**src/verilog/ncda_pkg.sv**
```systemverilog
// constants for the nibble cpu decode and addressing block
package ncda_pkg;

    // ------------------------------------------------------------
    // axi register map (byte addresses)
    // ------------------------------------------------------------
    localparam logic [7:0] ncda_off_ctrl = 8'h00;   // bank/mode/clock control
    localparam logic [7:0] ncda_off_regs = 8'h04;   // register file image
    localparam logic [7:0] ncda_off_op = 8'h08;     // operand command
    localparam logic [7:0] ncda_off_pc = 8'h0c;     // program counter
    localparam logic [7:0] ncda_off_mem = 8'h10;    // data memory address result
    localparam logic [7:0] ncda_off_stat = 8'h14;   // status
    localparam logic [7:0] ncda_off_alt = 8'h18;    // expansion pair image

    // ctrl field positions
    localparam int ncda_ctrl_mbs_lsb = 0;   // 4 bits bank_select_reg
    localparam int ncda_ctrl_mbe = 4;       // bank_enable_flag
    localparam int ncda_ctrl_sbs_lsb = 8;   // 4 bits stack_bank_reg
    localparam int ncda_ctrl_pcc_lsb = 12;  // 2 bits cpu_clock_control_reg
    localparam int ncda_ctrl_rbe = 16;      // regbank_enable_flag
    localparam int ncda_ctrl_rbs_lsb = 17;  // 2 bits regbank_select_reg

    // reset values
    localparam logic [3:0] ncda_sbs_reset = 4'h8;   // basic compat mode
    localparam logic [3:0] ncda_mbs_reset = 4'h0;
    localparam int ncda_sbs_mode_bit = 3;

    // memory map
    localparam logic [11:0] ncda_disp_lo = 12'h1ec;
    localparam logic [11:0] ncda_disp_hi = 12'h1f7;
    localparam logic [11:0] ncda_periph_lo = 12'hf80;
    localparam logic [11:0] ncda_direct_lo_hi = 12'h07f;
    localparam logic [11:0] ncda_fmem_a_lo = 12'hfb0;
    localparam logic [11:0] ncda_fmem_b_lo = 12'hff0;
    localparam logic [7:0] ncda_taddr_lo = 8'h20;
    localparam logic [7:0] ncda_taddr_hi = 8'h7f;
    localparam logic [3:0] ncda_bank_periph = 4'hf;

    // relative branch reach
    localparam int ncda_rel_back_max = 15;
    localparam int ncda_rel_fwd_min = 2;
    localparam int ncda_rel_fwd_max = 16;

    // machine cycle dividers, in clock periods per cycle for each cycle time
    localparam logic [7:0] ncda_pcc_div0 = 8'h40;
    localparam logic [7:0] ncda_pcc_div1 = 8'h10;
    localparam logic [7:0] ncda_pcc_div2 = 8'h08;
    localparam logic [7:0] ncda_pcc_div3 = 8'h01;

    // operand commands
    typedef enum logic [4:0] {
        ncda_cmd_nop = 5'h00,
        ncda_cmd_direct = 5'h01,
        ncda_cmd_fmem = 5'h02,
        ncda_cmd_pmem = 5'h03,
        ncda_cmd_rel = 5'h04,
        ncda_cmd_page_branch = 5'h05,
        ncda_cmd_fast_call = 5'h06,
        ncda_cmd_table_indirect = 5'h07,
        ncda_cmd_long_branch = 5'h08,
        ncda_cmd_br_de = 5'h09,
        ncda_cmd_br_xa = 5'h0a,
        ncda_cmd_table_read = 5'h0b,
        ncda_cmd_rotate_carry = 5'h0c,
        ncda_cmd_add_with_carry = 5'h0d,
        ncda_cmd_ld_hl_inc = 5'h0e,
        ncda_cmd_pair_read = 5'h0f,
        ncda_cmd_skip = 5'h10,
        ncda_cmd_word_access = 5'h11
    } ncda_cmd_type;

    // axi responses
    localparam logic [1:0] ncda_resp_okay = 2'b00;
    localparam logic [1:0] ncda_resp_slverr = 2'b10;

endpackage : ncda_pkg
```
**src/verilog/ncda_core.sv**
```systemverilog
// decode and operand addressing core with axi4-lite register access
//
// Local design decisions: the placing of the registers and the AXI4-Lite interface to the registers.
`timescale 1ns/100ps
`default_nettype none

// What this block does
// - display buffer 1ECH-1F7H, peripherals from F80H
// - stack lives in bank 0 or 1
// - bank flag clear: low 0, high 15
// - short bit operands only FB0-FBF, FF0-FFF bank 15
// - indexed bit: operand 5-2 plus L 3-2
// - relative branch reaches -15..-1 and +2..+16
// - page branch keeps PC bits 13-12
// - fast call target zero-extended 11 bits
// - table operand 20H-7FH, even only
// - long 14-bit targets only in extended mode
// - indirect branch replaces PC low byte only
// - met skip costs one extra cycle, two when length is 3
// - skipped table-indirect costs one cycle
// - machine cycle from four clock choices
// - table read uses B low two bits
// - rotate: A0 to carry, carry to A3
// - pair select covers main and expansion pairs
// - reset starts in basic compatibility mode
module ncda_core
(
    // clock and reset
    input wire logic aclk,
    input wire logic aresetn,
    // axi write address
    input wire logic [7:0] s_axi_awaddr,
    input wire logic s_axi_awvalid,
    output logic s_axi_awready,
    // axi write data
    input wire logic [31:0] s_axi_wdata,
    input wire logic [3:0] s_axi_wstrb,
    input wire logic s_axi_wvalid,
    output logic s_axi_wready,
    // axi write response
    output logic [1:0] s_axi_bresp,
    output logic s_axi_bvalid,
    input wire logic s_axi_bready,
    // axi read address
    input wire logic [7:0] s_axi_araddr,
    input wire logic s_axi_arvalid,
    output logic s_axi_arready,
    // axi read data
    output logic [31:0] s_axi_rdata,
    output logic [1:0] s_axi_rresp,
    output logic s_axi_rvalid,
    input wire logic s_axi_rready,
    // data memory read port for the load via hl
    input wire logic [3:0] dmem_rdata,
    // machine cycle strobe
    output logic machine_cycle
);
    import ncda_pkg::*;

    // ------------------------------------------------------------
    // state
    // ------------------------------------------------------------
    typedef struct packed {
        logic aw_held;
        logic [7:0] aw_addr;
        logic w_held;
        logic [31:0] w_data;
        logic [3:0] w_strb;
        logic bvalid;
        logic [1:0] bresp;
        logic rvalid;
        logic [1:0] rresp;
        logic [31:0] rdata;
        logic [3:0] bank_select_reg;
        logic bank_enable_flag;
        logic [3:0] stack_bank_reg;
        logic [1:0] cpu_clock_control_reg;
        logic regbank_enable_flag;
        logic [1:0] regbank_select_reg;
        logic [31:0] regs;    // x a b c d e h l nibbles, a in 3:0
        logic [31:0] alt;     // expansion pairs xa' bc' de' hl'
        logic carry_flag;
        logic [13:0] pc;
        logic [13:0] pc_next_out;
        logic [3:0] mem_bank;
        logic [11:0] mem_addr;
        logic [1:0] mem_bit;
        logic [13:0] rom_addr;
        logic skip;
        logic [1:0] skip_cycles;
        logic op_error;
        logic disp_hit;
        logic periph_hit;
        logic stack_bank;
        logic [7:0] pair_out;
        logic [7:0] cyc_cnt;
        logic cyc_pulse;
    } ncda_state_type;

    ncda_state_type st;
    ncda_state_type next_st;

    // ------------------------------------------------------------
    // helpers
    // ------------------------------------------------------------
    function automatic logic [3:0] ncda_nib(input logic [31:0] r, input int idx);
        ncda_nib = r[idx*4 +: 4];
    endfunction : ncda_nib

    // pair index: 0 xa, 1 bc, 2 de, 3 hl, 4..7 expansion set
    function automatic logic [7:0] ncda_pair(input logic [31:0] r, input logic [31:0] a,
                                              input logic [2:0] sel);
        logic [31:0] src;
        src = sel[2] ? a : r;
        ncda_pair = src[sel[1:0]*8 +: 8];
    endfunction : ncda_pair

    function automatic logic [3:0] ncda_direct_bank(input logic bank_enable_flag, input logic [3:0] bank_select_reg,
                                                     input logic [7:0] mem);
        if (!bank_enable_flag)
            ncda_direct_bank = mem[7] ? ncda_bank_periph : 4'h0;
        else if (bank_select_reg == 4'h0 || bank_select_reg == 4'h1 || bank_select_reg == ncda_bank_periph)
            ncda_direct_bank = bank_select_reg;
        else
            ncda_direct_bank = 4'h0;
    endfunction : ncda_direct_bank

    logic aw_fire;
    logic w_fire;
    logic do_write;
    logic do_read;
    logic ext_mode;
    ncda_cmd_type cmd;
    logic [13:0] opnd;
    logic [4:0] rel_off;
    logic [31:0] wdat;
    logic [8:0] add9;
    logic [3:0] reg_a;
    logic [3:0] reg_l;
    logic [11:0] full_addr;
    logic [7:0] cyc_div;

    assign ext_mode = ~st.stack_bank_reg[ncda_sbs_mode_bit];
    assign s_axi_awready = ~st.aw_held & ~st.bvalid;
    assign s_axi_wready = ~st.w_held & ~st.bvalid;
    assign s_axi_arready = ~st.rvalid;
    assign aw_fire = s_axi_awvalid & s_axi_awready;
    assign w_fire = s_axi_wvalid & s_axi_wready;
    assign s_axi_bvalid = st.bvalid;
    assign s_axi_bresp = st.bresp;
    assign s_axi_rvalid = st.rvalid;
    assign s_axi_rresp = st.rresp;
    assign s_axi_rdata = st.rdata;
    assign machine_cycle = st.cyc_pulse;

    // ------------------------------------------------------------
    // next state
    // ------------------------------------------------------------
    always_comb
    begin
        next_st = st;
        do_write = (st.aw_held | aw_fire) & (st.w_held | w_fire) & ~st.bvalid;
        do_read = s_axi_arvalid & ~st.rvalid;
        cmd = ncda_cmd_type'(s_axi_wdata[4:0]);
        opnd = s_axi_wdata[21:8];
        rel_off = s_axi_wdata[28:24];
        reg_a = ncda_nib(st.regs, 0);
        reg_l = ncda_nib(st.regs, 7);
        wdat = st.w_held ? st.w_data : s_axi_wdata;
        add9 = 9'h000;
        full_addr = 12'h000;

        if (aw_fire)
        begin
            next_st.aw_held = 1'b1;
            next_st.aw_addr = s_axi_awaddr;
        end
        if (w_fire)
        begin
            next_st.w_held = 1'b1;
            next_st.w_data = s_axi_wdata;
            next_st.w_strb = s_axi_wstrb;
        end

        // machine cycle divider selected by clock control
        case (st.cpu_clock_control_reg)
            2'd0: cyc_div = ncda_pcc_div0;
            2'd1: cyc_div = ncda_pcc_div1;
            2'd2: cyc_div = ncda_pcc_div2;
            default: cyc_div = ncda_pcc_div3;
        endcase
        if (st.cyc_cnt + 8'h01 >= cyc_div)
        begin
            next_st.cyc_cnt = 8'h00;
            next_st.cyc_pulse = 1'b1;
        end
        else
        begin
            next_st.cyc_cnt = st.cyc_cnt + 8'h01;
            next_st.cyc_pulse = 1'b0;
        end
        next_st.stack_bank = st.stack_bank_reg[0];

        if (do_write)
        begin
            next_st.aw_held = 1'b0;
            next_st.w_held = 1'b0;
            next_st.bvalid = 1'b1;
            next_st.bresp = ncda_resp_okay;
            // use the latched beats when earlier, else the live ones
            cmd = ncda_cmd_type'(wdat[4:0]);
            opnd = wdat[21:8];
            rel_off = wdat[28:24];
            case (st.aw_held ? st.aw_addr : s_axi_awaddr)
                ncda_off_ctrl:
                begin
                    next_st.bank_select_reg = wdat[ncda_ctrl_mbs_lsb +: 4];
                    next_st.bank_enable_flag = wdat[ncda_ctrl_mbe];
                    next_st.stack_bank_reg = wdat[ncda_ctrl_sbs_lsb +: 4];
                    next_st.cpu_clock_control_reg = wdat[ncda_ctrl_pcc_lsb +: 2];
                    next_st.regbank_enable_flag = wdat[ncda_ctrl_rbe];
                    next_st.regbank_select_reg = wdat[ncda_ctrl_rbs_lsb +: 2];
                end
                ncda_off_regs: next_st.regs = wdat;
                ncda_off_alt: next_st.alt = wdat;
                ncda_off_pc: next_st.pc = wdat[13:0];
                ncda_off_stat: next_st.carry_flag = wdat[0];
                ncda_off_op:
                begin
                    next_st.skip = 1'b0;
                    next_st.skip_cycles = 2'd0;
                    next_st.op_error = 1'b0;
                    next_st.pc_next_out = st.pc;
                    case (cmd)
                        ncda_cmd_direct:
                        begin
                            full_addr = {opnd[7] ? 4'hf : 4'h0, opnd[7:0]};
                            next_st.mem_bank = ncda_direct_bank(st.bank_enable_flag, st.bank_select_reg, opnd[7:0]);
                            next_st.mem_addr = st.bank_enable_flag ? {next_st.mem_bank, opnd[7:0]} : full_addr;
                        end
                        ncda_cmd_word_access:
                        begin
                            // pair access always starts at the even nibble
                            next_st.mem_bank = ncda_direct_bank(st.bank_enable_flag, st.bank_select_reg, opnd[7:0]);
                            next_st.mem_addr = {next_st.mem_bank, opnd[7:1], 1'b0};
                            next_st.op_error = opnd[0];
                        end
                        ncda_cmd_fmem:
                        begin
                            next_st.mem_bank = ncda_bank_periph;
                            next_st.mem_addr = (opnd[4] ? ncda_fmem_b_lo : ncda_fmem_a_lo) | {8'h00, opnd[3:0]};
                            next_st.mem_bit = opnd[9:8];
                        end
                        ncda_cmd_pmem:
                        begin
                            next_st.mem_bank = ncda_bank_periph;
                            next_st.mem_addr = {4'hf, 2'b11, opnd[5:2], reg_l[3:2]};
                            next_st.mem_bit = reg_l[1:0];
                        end
                        ncda_cmd_rel:
                        begin
                            // offsets 1..15 step back, 16..30 map to +2..+16
                            if (rel_off == 5'd0 || rel_off == 5'd31)
                                next_st.op_error = 1'b1;
                            else if (rel_off <= 5'(ncda_rel_back_max))
                                next_st.pc_next_out = st.pc - {9'h000, rel_off};
                            else
                                next_st.pc_next_out = st.pc + 14'(rel_off - 5'(ncda_rel_back_max)
                                                      + 5'(ncda_rel_fwd_min) - 5'd1);
                        end
                        ncda_cmd_page_branch:
                            next_st.pc_next_out = {st.pc[13:12], opnd[11:0]};
                        ncda_cmd_fast_call:
                            next_st.pc_next_out = {3'b000, opnd[10:0]};
                        ncda_cmd_table_indirect:
                        begin
                            if (opnd[7:0] < ncda_taddr_lo || opnd[7:0] > ncda_taddr_hi || opnd[0])
                                next_st.op_error = 1'b1;
                            else
                                next_st.rom_addr = {6'h00, opnd[7:0]};
                        end
                        ncda_cmd_long_branch:
                        begin
                            if (ext_mode)
                                next_st.pc_next_out = opnd;
                            else
                                next_st.op_error = 1'b1;
                        end
                        ncda_cmd_br_de:
                            next_st.pc_next_out = {st.pc[13:8], ncda_pair(st.regs, st.alt, 3'd2)};
                        ncda_cmd_br_xa:
                            next_st.pc_next_out = {st.pc[13:8], ncda_pair(st.regs, st.alt, 3'd0)};
                        ncda_cmd_table_read:
                            next_st.rom_addr = {st.regs[9:8], ncda_nib(st.regs, 3),
                                                ncda_pair(st.regs, st.alt, 3'd2)};
                        ncda_cmd_rotate_carry:
                        begin
                            next_st.carry_flag = reg_a[0];
                            next_st.regs[3:0] = {st.carry_flag, reg_a[3:1]};
                        end
                        ncda_cmd_add_with_carry:
                        begin
                            add9 = {1'b0, st.regs[7:0]} + {1'b0, ncda_pair(st.regs, st.alt, opnd[2:0])}
                                   + {8'h00, st.carry_flag};
                            next_st.regs[7:0] = add9[7:0];
                            next_st.carry_flag = add9[8];
                        end
                        ncda_cmd_ld_hl_inc:
                        begin
                            next_st.mem_addr = {4'h0, ncda_pair(st.regs, st.alt, 3'd3)};
                            next_st.regs[3:0] = dmem_rdata;
                            next_st.regs[31:28] = reg_l + 4'h1;
                            next_st.skip = (reg_l == 4'hf);
                            next_st.skip_cycles = (reg_l == 4'hf) ? 2'd1 : 2'd0;
                        end
                        ncda_cmd_pair_read:
                            next_st.pair_out = ncda_pair(st.regs, st.alt, opnd[2:0]);
                        ncda_cmd_skip:
                        begin
                            // opnd bit 0 condition met, bit 1 next is table-indirect, bits 3:2 length
                            next_st.skip = opnd[0];
                            if (!opnd[0])
                                next_st.skip_cycles = 2'd0;
                            else if (opnd[1])
                                next_st.skip_cycles = 2'd1;
                            else if (opnd[3:2] <= 2'd2)
                                next_st.skip_cycles = 2'd1;
                            else
                                next_st.skip_cycles = 2'd2;
                        end
                        default: next_st.op_error = (cmd != ncda_cmd_nop);
                    endcase
                    next_st.disp_hit = (next_st.mem_addr >= ncda_disp_lo)
                                       && (next_st.mem_addr <= ncda_disp_hi);
                    next_st.periph_hit = (next_st.mem_addr >= ncda_periph_lo);
                end
                default: next_st.bresp = ncda_resp_slverr;
            endcase
        end
        else if (st.bvalid && s_axi_bready)
            next_st.bvalid = 1'b0;

        if (do_read)
        begin
            next_st.rvalid = 1'b1;
            next_st.rresp = ncda_resp_okay;
            case (s_axi_araddr)
                ncda_off_ctrl: next_st.rdata = {13'h0000, st.regbank_select_reg, st.regbank_enable_flag, 2'b00, st.cpu_clock_control_reg,
                                                st.stack_bank_reg, 3'b000, st.bank_enable_flag, st.bank_select_reg};
                ncda_off_regs: next_st.rdata = st.regs;
                ncda_off_alt: next_st.rdata = st.alt;
                ncda_off_pc: next_st.rdata = {2'b00, st.pc_next_out, 2'b00, st.pc};
                ncda_off_mem: next_st.rdata = {st.rom_addr, st.mem_bit, st.mem_bank, st.mem_addr};
                ncda_off_stat: next_st.rdata = {8'h00, st.pair_out, 7'h00, st.carry_flag, 1'b0, st.stack_bank,
                                                st.periph_hit, st.disp_hit, st.op_error, st.skip_cycles, st.skip};
                default:
                begin
                    next_st.rdata = 32'h0000_0000;
                    next_st.rresp = ncda_resp_slverr;
                end
            endcase
        end
        else if (st.rvalid && s_axi_rready)
            next_st.rvalid = 1'b0;
    end

    // ------------------------------------------------------------
    // registers
    // ------------------------------------------------------------
    always_ff @(posedge aclk)
    begin
        if (!aresetn)
        begin
            st <= '0;
            st.stack_bank_reg <= ncda_sbs_reset;
            st.bank_select_reg <= ncda_mbs_reset;
        end
        else
            st <= next_st;
    end

endmodule : ncda_core

`default_nettype wire

```
**config.mk**
```make
export PLATFORM = sky130hd
export DESIGN_NAME = ncda_core
export DESIGN_NICKNAME = d
export VERILOG_FILES = /design/src/verilog/ncda_pkg.sv /design/src/verilog/ncda_core.sv
export SDC_FILE = /design/constraint.sdc
export NUM_CORES = 1
export LEC_CHECK = 0
export BUFFER_PORTS_ARGS = -buffer_cell sky130_fd_sc_hd__buf_4
export CAP_MARGIN = 20
export CORE_UTILIZATION = 35
export CTS_CLUSTER_DIAMETER = 60
export DETAILED_ROUTE_END_ITERATION = 6
export PLACE_DENSITY = 0.55
export SLEW_MARGIN = 20
export SYNTH_ARGS = -nofsm -noshare
export SYNTH_HDL_FRONTEND = slang
export SYNTH_SLANG_ARGS = --single-unit
```
**constraint.sdc**
```tcl
create_clock -name aclk -period 5.7 [get_ports aclk]
set_input_delay 1.14 -clock aclk [delete_from_list [all_inputs] [get_ports aclk]]
set_output_delay 1.14 -clock aclk [all_outputs]
set_load 0.03 [all_outputs]
```
==> results_dict.tcl <==
set metrics [dict create \
    status "finished, final reports clean" \
    grt_pass1_vias 11190 \
    fin_crit_ns 4.612 \
    insertion_delay_ns 0.57 \
    synth_area_leaders "dfxtp_1 36%, nor2_1 7.1%, a21oi_1 5.8%, a211oi_1 4.6%, nand2_1 4.4%" \
    hold_violations 0 \
    fin_worst_skew_ns 0.01953 \
    cts_buffers 28 \
    post_cts_resized 0 \
    clock_path_buffers 3 \
    cts_tree "done" \
    htree_levels 1 \
    hpwl_mm 34.03 \
    wl_per_cell_um 22.97 \
    dr.pass1.iters 6 \
    cts.sinks 241 \
    final_nets 1680 \
    rows 70 \
    drv_cap 0 \
    crit_fanout 18 \
    finalSetupViolCount 0 \
    routed_wl_mm 48.45 \
    gp_congestion 0.9493 \
    final_layout_size_suffix_gt1_share_pct 16.82 \
    via_per_inst 5.821 \
    core_area_mm2 0.03696 \
    slew_headroom_pct 19.48 \
    dieArea_mm2 0.03869 \
    cts_hold_buffers 0 \
    ys_warn_count 0 \
    grt_pass1_wl_mm 71.82 \
    power-per-cell-area_mw_per_mm2 283.6 \
    drtIter0Drc 1329 \
    start_kind "flip-flop" \
    cts_setup_buffers 0 \
    synth-edff-count 0 \
    yosys_register_bits 241 \
    end_kind "flip-flop" \
    antenna_found_initial 0 \
    syn_area_mm2 0.01327 \
    diodes 0 \
    vdd_drop_max_mv 0.2063 \
    syn_to_final_growth_pct 13.28 \
    syn_area_per_cell_um2 8.452 \
    fin_ws_ns 1.088 \
    synthTopCellsByCount "250 x nor2_1, 241 x dfxtp_1, 154 x a21oi_1, 154 x nand2_1, 81 x a211oi_1" \
    die_w_um 196.7 \
    fmax_mhz 216.8 \
    rsz0062_at_grt "false" \
    grt.total_usage_pct 24.57 \
    grt_max_degree 118 \
    fp.dieH_um 196.7 \
    min_path_type "reg2reg" \
    finalCritPeriodShare_pct 80.91 \
    ys_async_sr_fraction_pct 0 \
    gr-total-overflow 0 \
    yosysSeqAreaShare_pct 36.36 \
    postRouteAntennaNets 0 \
    crit_required_ns 6.15 \
    leakage_nw 5.400 \
    synth_top_cell_by_area "dfxtp_1" \
    ios 105 \
    tightestPinTransition_ns 1.174 \
    yosysMostFrequentCell "nor2_1" \
    clkSlewWorstSetupHoldPaths_ns 0.06 \
    initial_core_util_pct 35.90 \
    route.detailed.drc 0 \
    clockRootBuffer "clkbuf_16" \
    synth_top_area_share_pct 36.36 \
    portBuffers 98 \
    via_count 12280 \
    timing.setup.tns_ns 0 \
    synth_cells 1570 \
    synth_top_flop_cell "dfxtp_1" \
    critPathArrivalTime_ns 5.06 \
    maxSlewViolCount 0 \
    ys_types 92 \
    critical_path_class "reg2reg" \
    post-place-ws_ns 0.7851 \
    total_power_mw 4.262 \
]
-- registers in the layout, indices dropped and copies added, names as in the netlist --
name	cells
machine_cycle	1
next_st	1
reg_a	4
reg_l	4
s_axi_bresp	1
s_axi_bvalid	1
s_axi_rdata	32
s_axi_rresp	1
s_axi_rvalid	1
st	195
-- stage by stage --
stage / hold slack (ns) / area, µm² / util (%) / std cells
after floorplan: 0.4315 / 13280 / - / 1572
after global placement: 0.4389 / 14090 / 38.12 / 2057
after detailed placement: 0.4466 / 14090 / 38.12 / 2057
after CTS: 0.4552 / 15030 / 40.66 / 2109
after global routing: 0.4733 / 15030 / 40.67 / 2109
final: 0.4544 / 15030 / 40.67 / 2109
-- critical path: stages (launching register included) --
cell       delay (ns)
dfxtp_2          0.77
mux2i_4          0.55
inv_2            0.08
ha_1             0.28
nand4_1          0.14
nand3_1          0.12
a221oi_2         0.58
xor2_1           0.19
nand2_1          0.07
ha_1             0.38
o2111ai_1        0.17
and4_1           0.21
o31ai_1          0.42
nor3_1           0.12
mux2i_1          0.15
a211oi_1         0.18
o21ai_1          0.09
-- path summary, 6_finish.rpt --
check                       start                    to  slack, ns  cells past startpoint
min reg2reg  st[216]$_SDFFE_PN0P_  st[216]$_SDFFE_PN0P_       0.45                      2
max          st[237]$_SDFFE_PP0P_   st[68]$_SDFFE_PN0P_       1.09                     16
max reg2reg  st[237]$_SDFFE_PP0P_   st[68]$_SDFFE_PN0P_       1.09                     16
min          st[216]$_SDFFE_PN0P_  st[216]$_SDFFE_PN0P_       0.45                      2
-- cell usage in the layout (no fill, tap or decap), types with 23 or more instances in the layout --
master,synthesis,final
nor2_1,250,250
dfxtp_1,241,240
a21oi_1,154,154
nand2_1,154,153
buf_4,38,123
a211oi_1,81,81
o21ai_0,78,78
mux2i_1,49,46
a22oi_1,31,31
ha_1,31,31
clkbuf_16,0,28
a221oi_1,23,23
-- report_power, final --
group          total [mW]  internal, mW  switching, mW
sequential           1.77          1.72         0.0428
clock                1.82          1.06          0.756
combinational       0.677         0.229          0.449
-- kinds of logic after synthesis --
logic type,Yosys count,share of synthesized area [%]
adders and majority gates,34,3.376
and+or+nand+nor,523,17.69
buffers and inverters,157,6.242
DFF,241,36.36
xor gates and xnor gates,25,1.650
muxes,98,9.939
other,1,0.02826
AOI/OAI and AO/OA,491,24.71
-- routing by layer --
layer	vias to the layer above	share of wire, %	track usage (%)
met5	-	0	0
met4	0	3.0	7.436
met3	84	9.0	4.945
met2	586	43	36.81
met1	5906	45	35.32
li1	5701	-	-
-- area by class of cell --
| type | count | area (µm²) |
|---|---|---|
| Clock buffer | 40 | 835.8 |
| Clock inverter | 12 | 101.3 |
| Fill cell | 3821 | 21930 |
| Inverter | 15 | 61.31 |
| Multi-Input combinational cell | 1174 | 7652 |
| Sequential cell | 241 | 4826 |
| Tap cell | 504 | 630.6 |
| Timing Repair Buffer | 123 | 923.4 |
(Power assumes the default switching activity.)
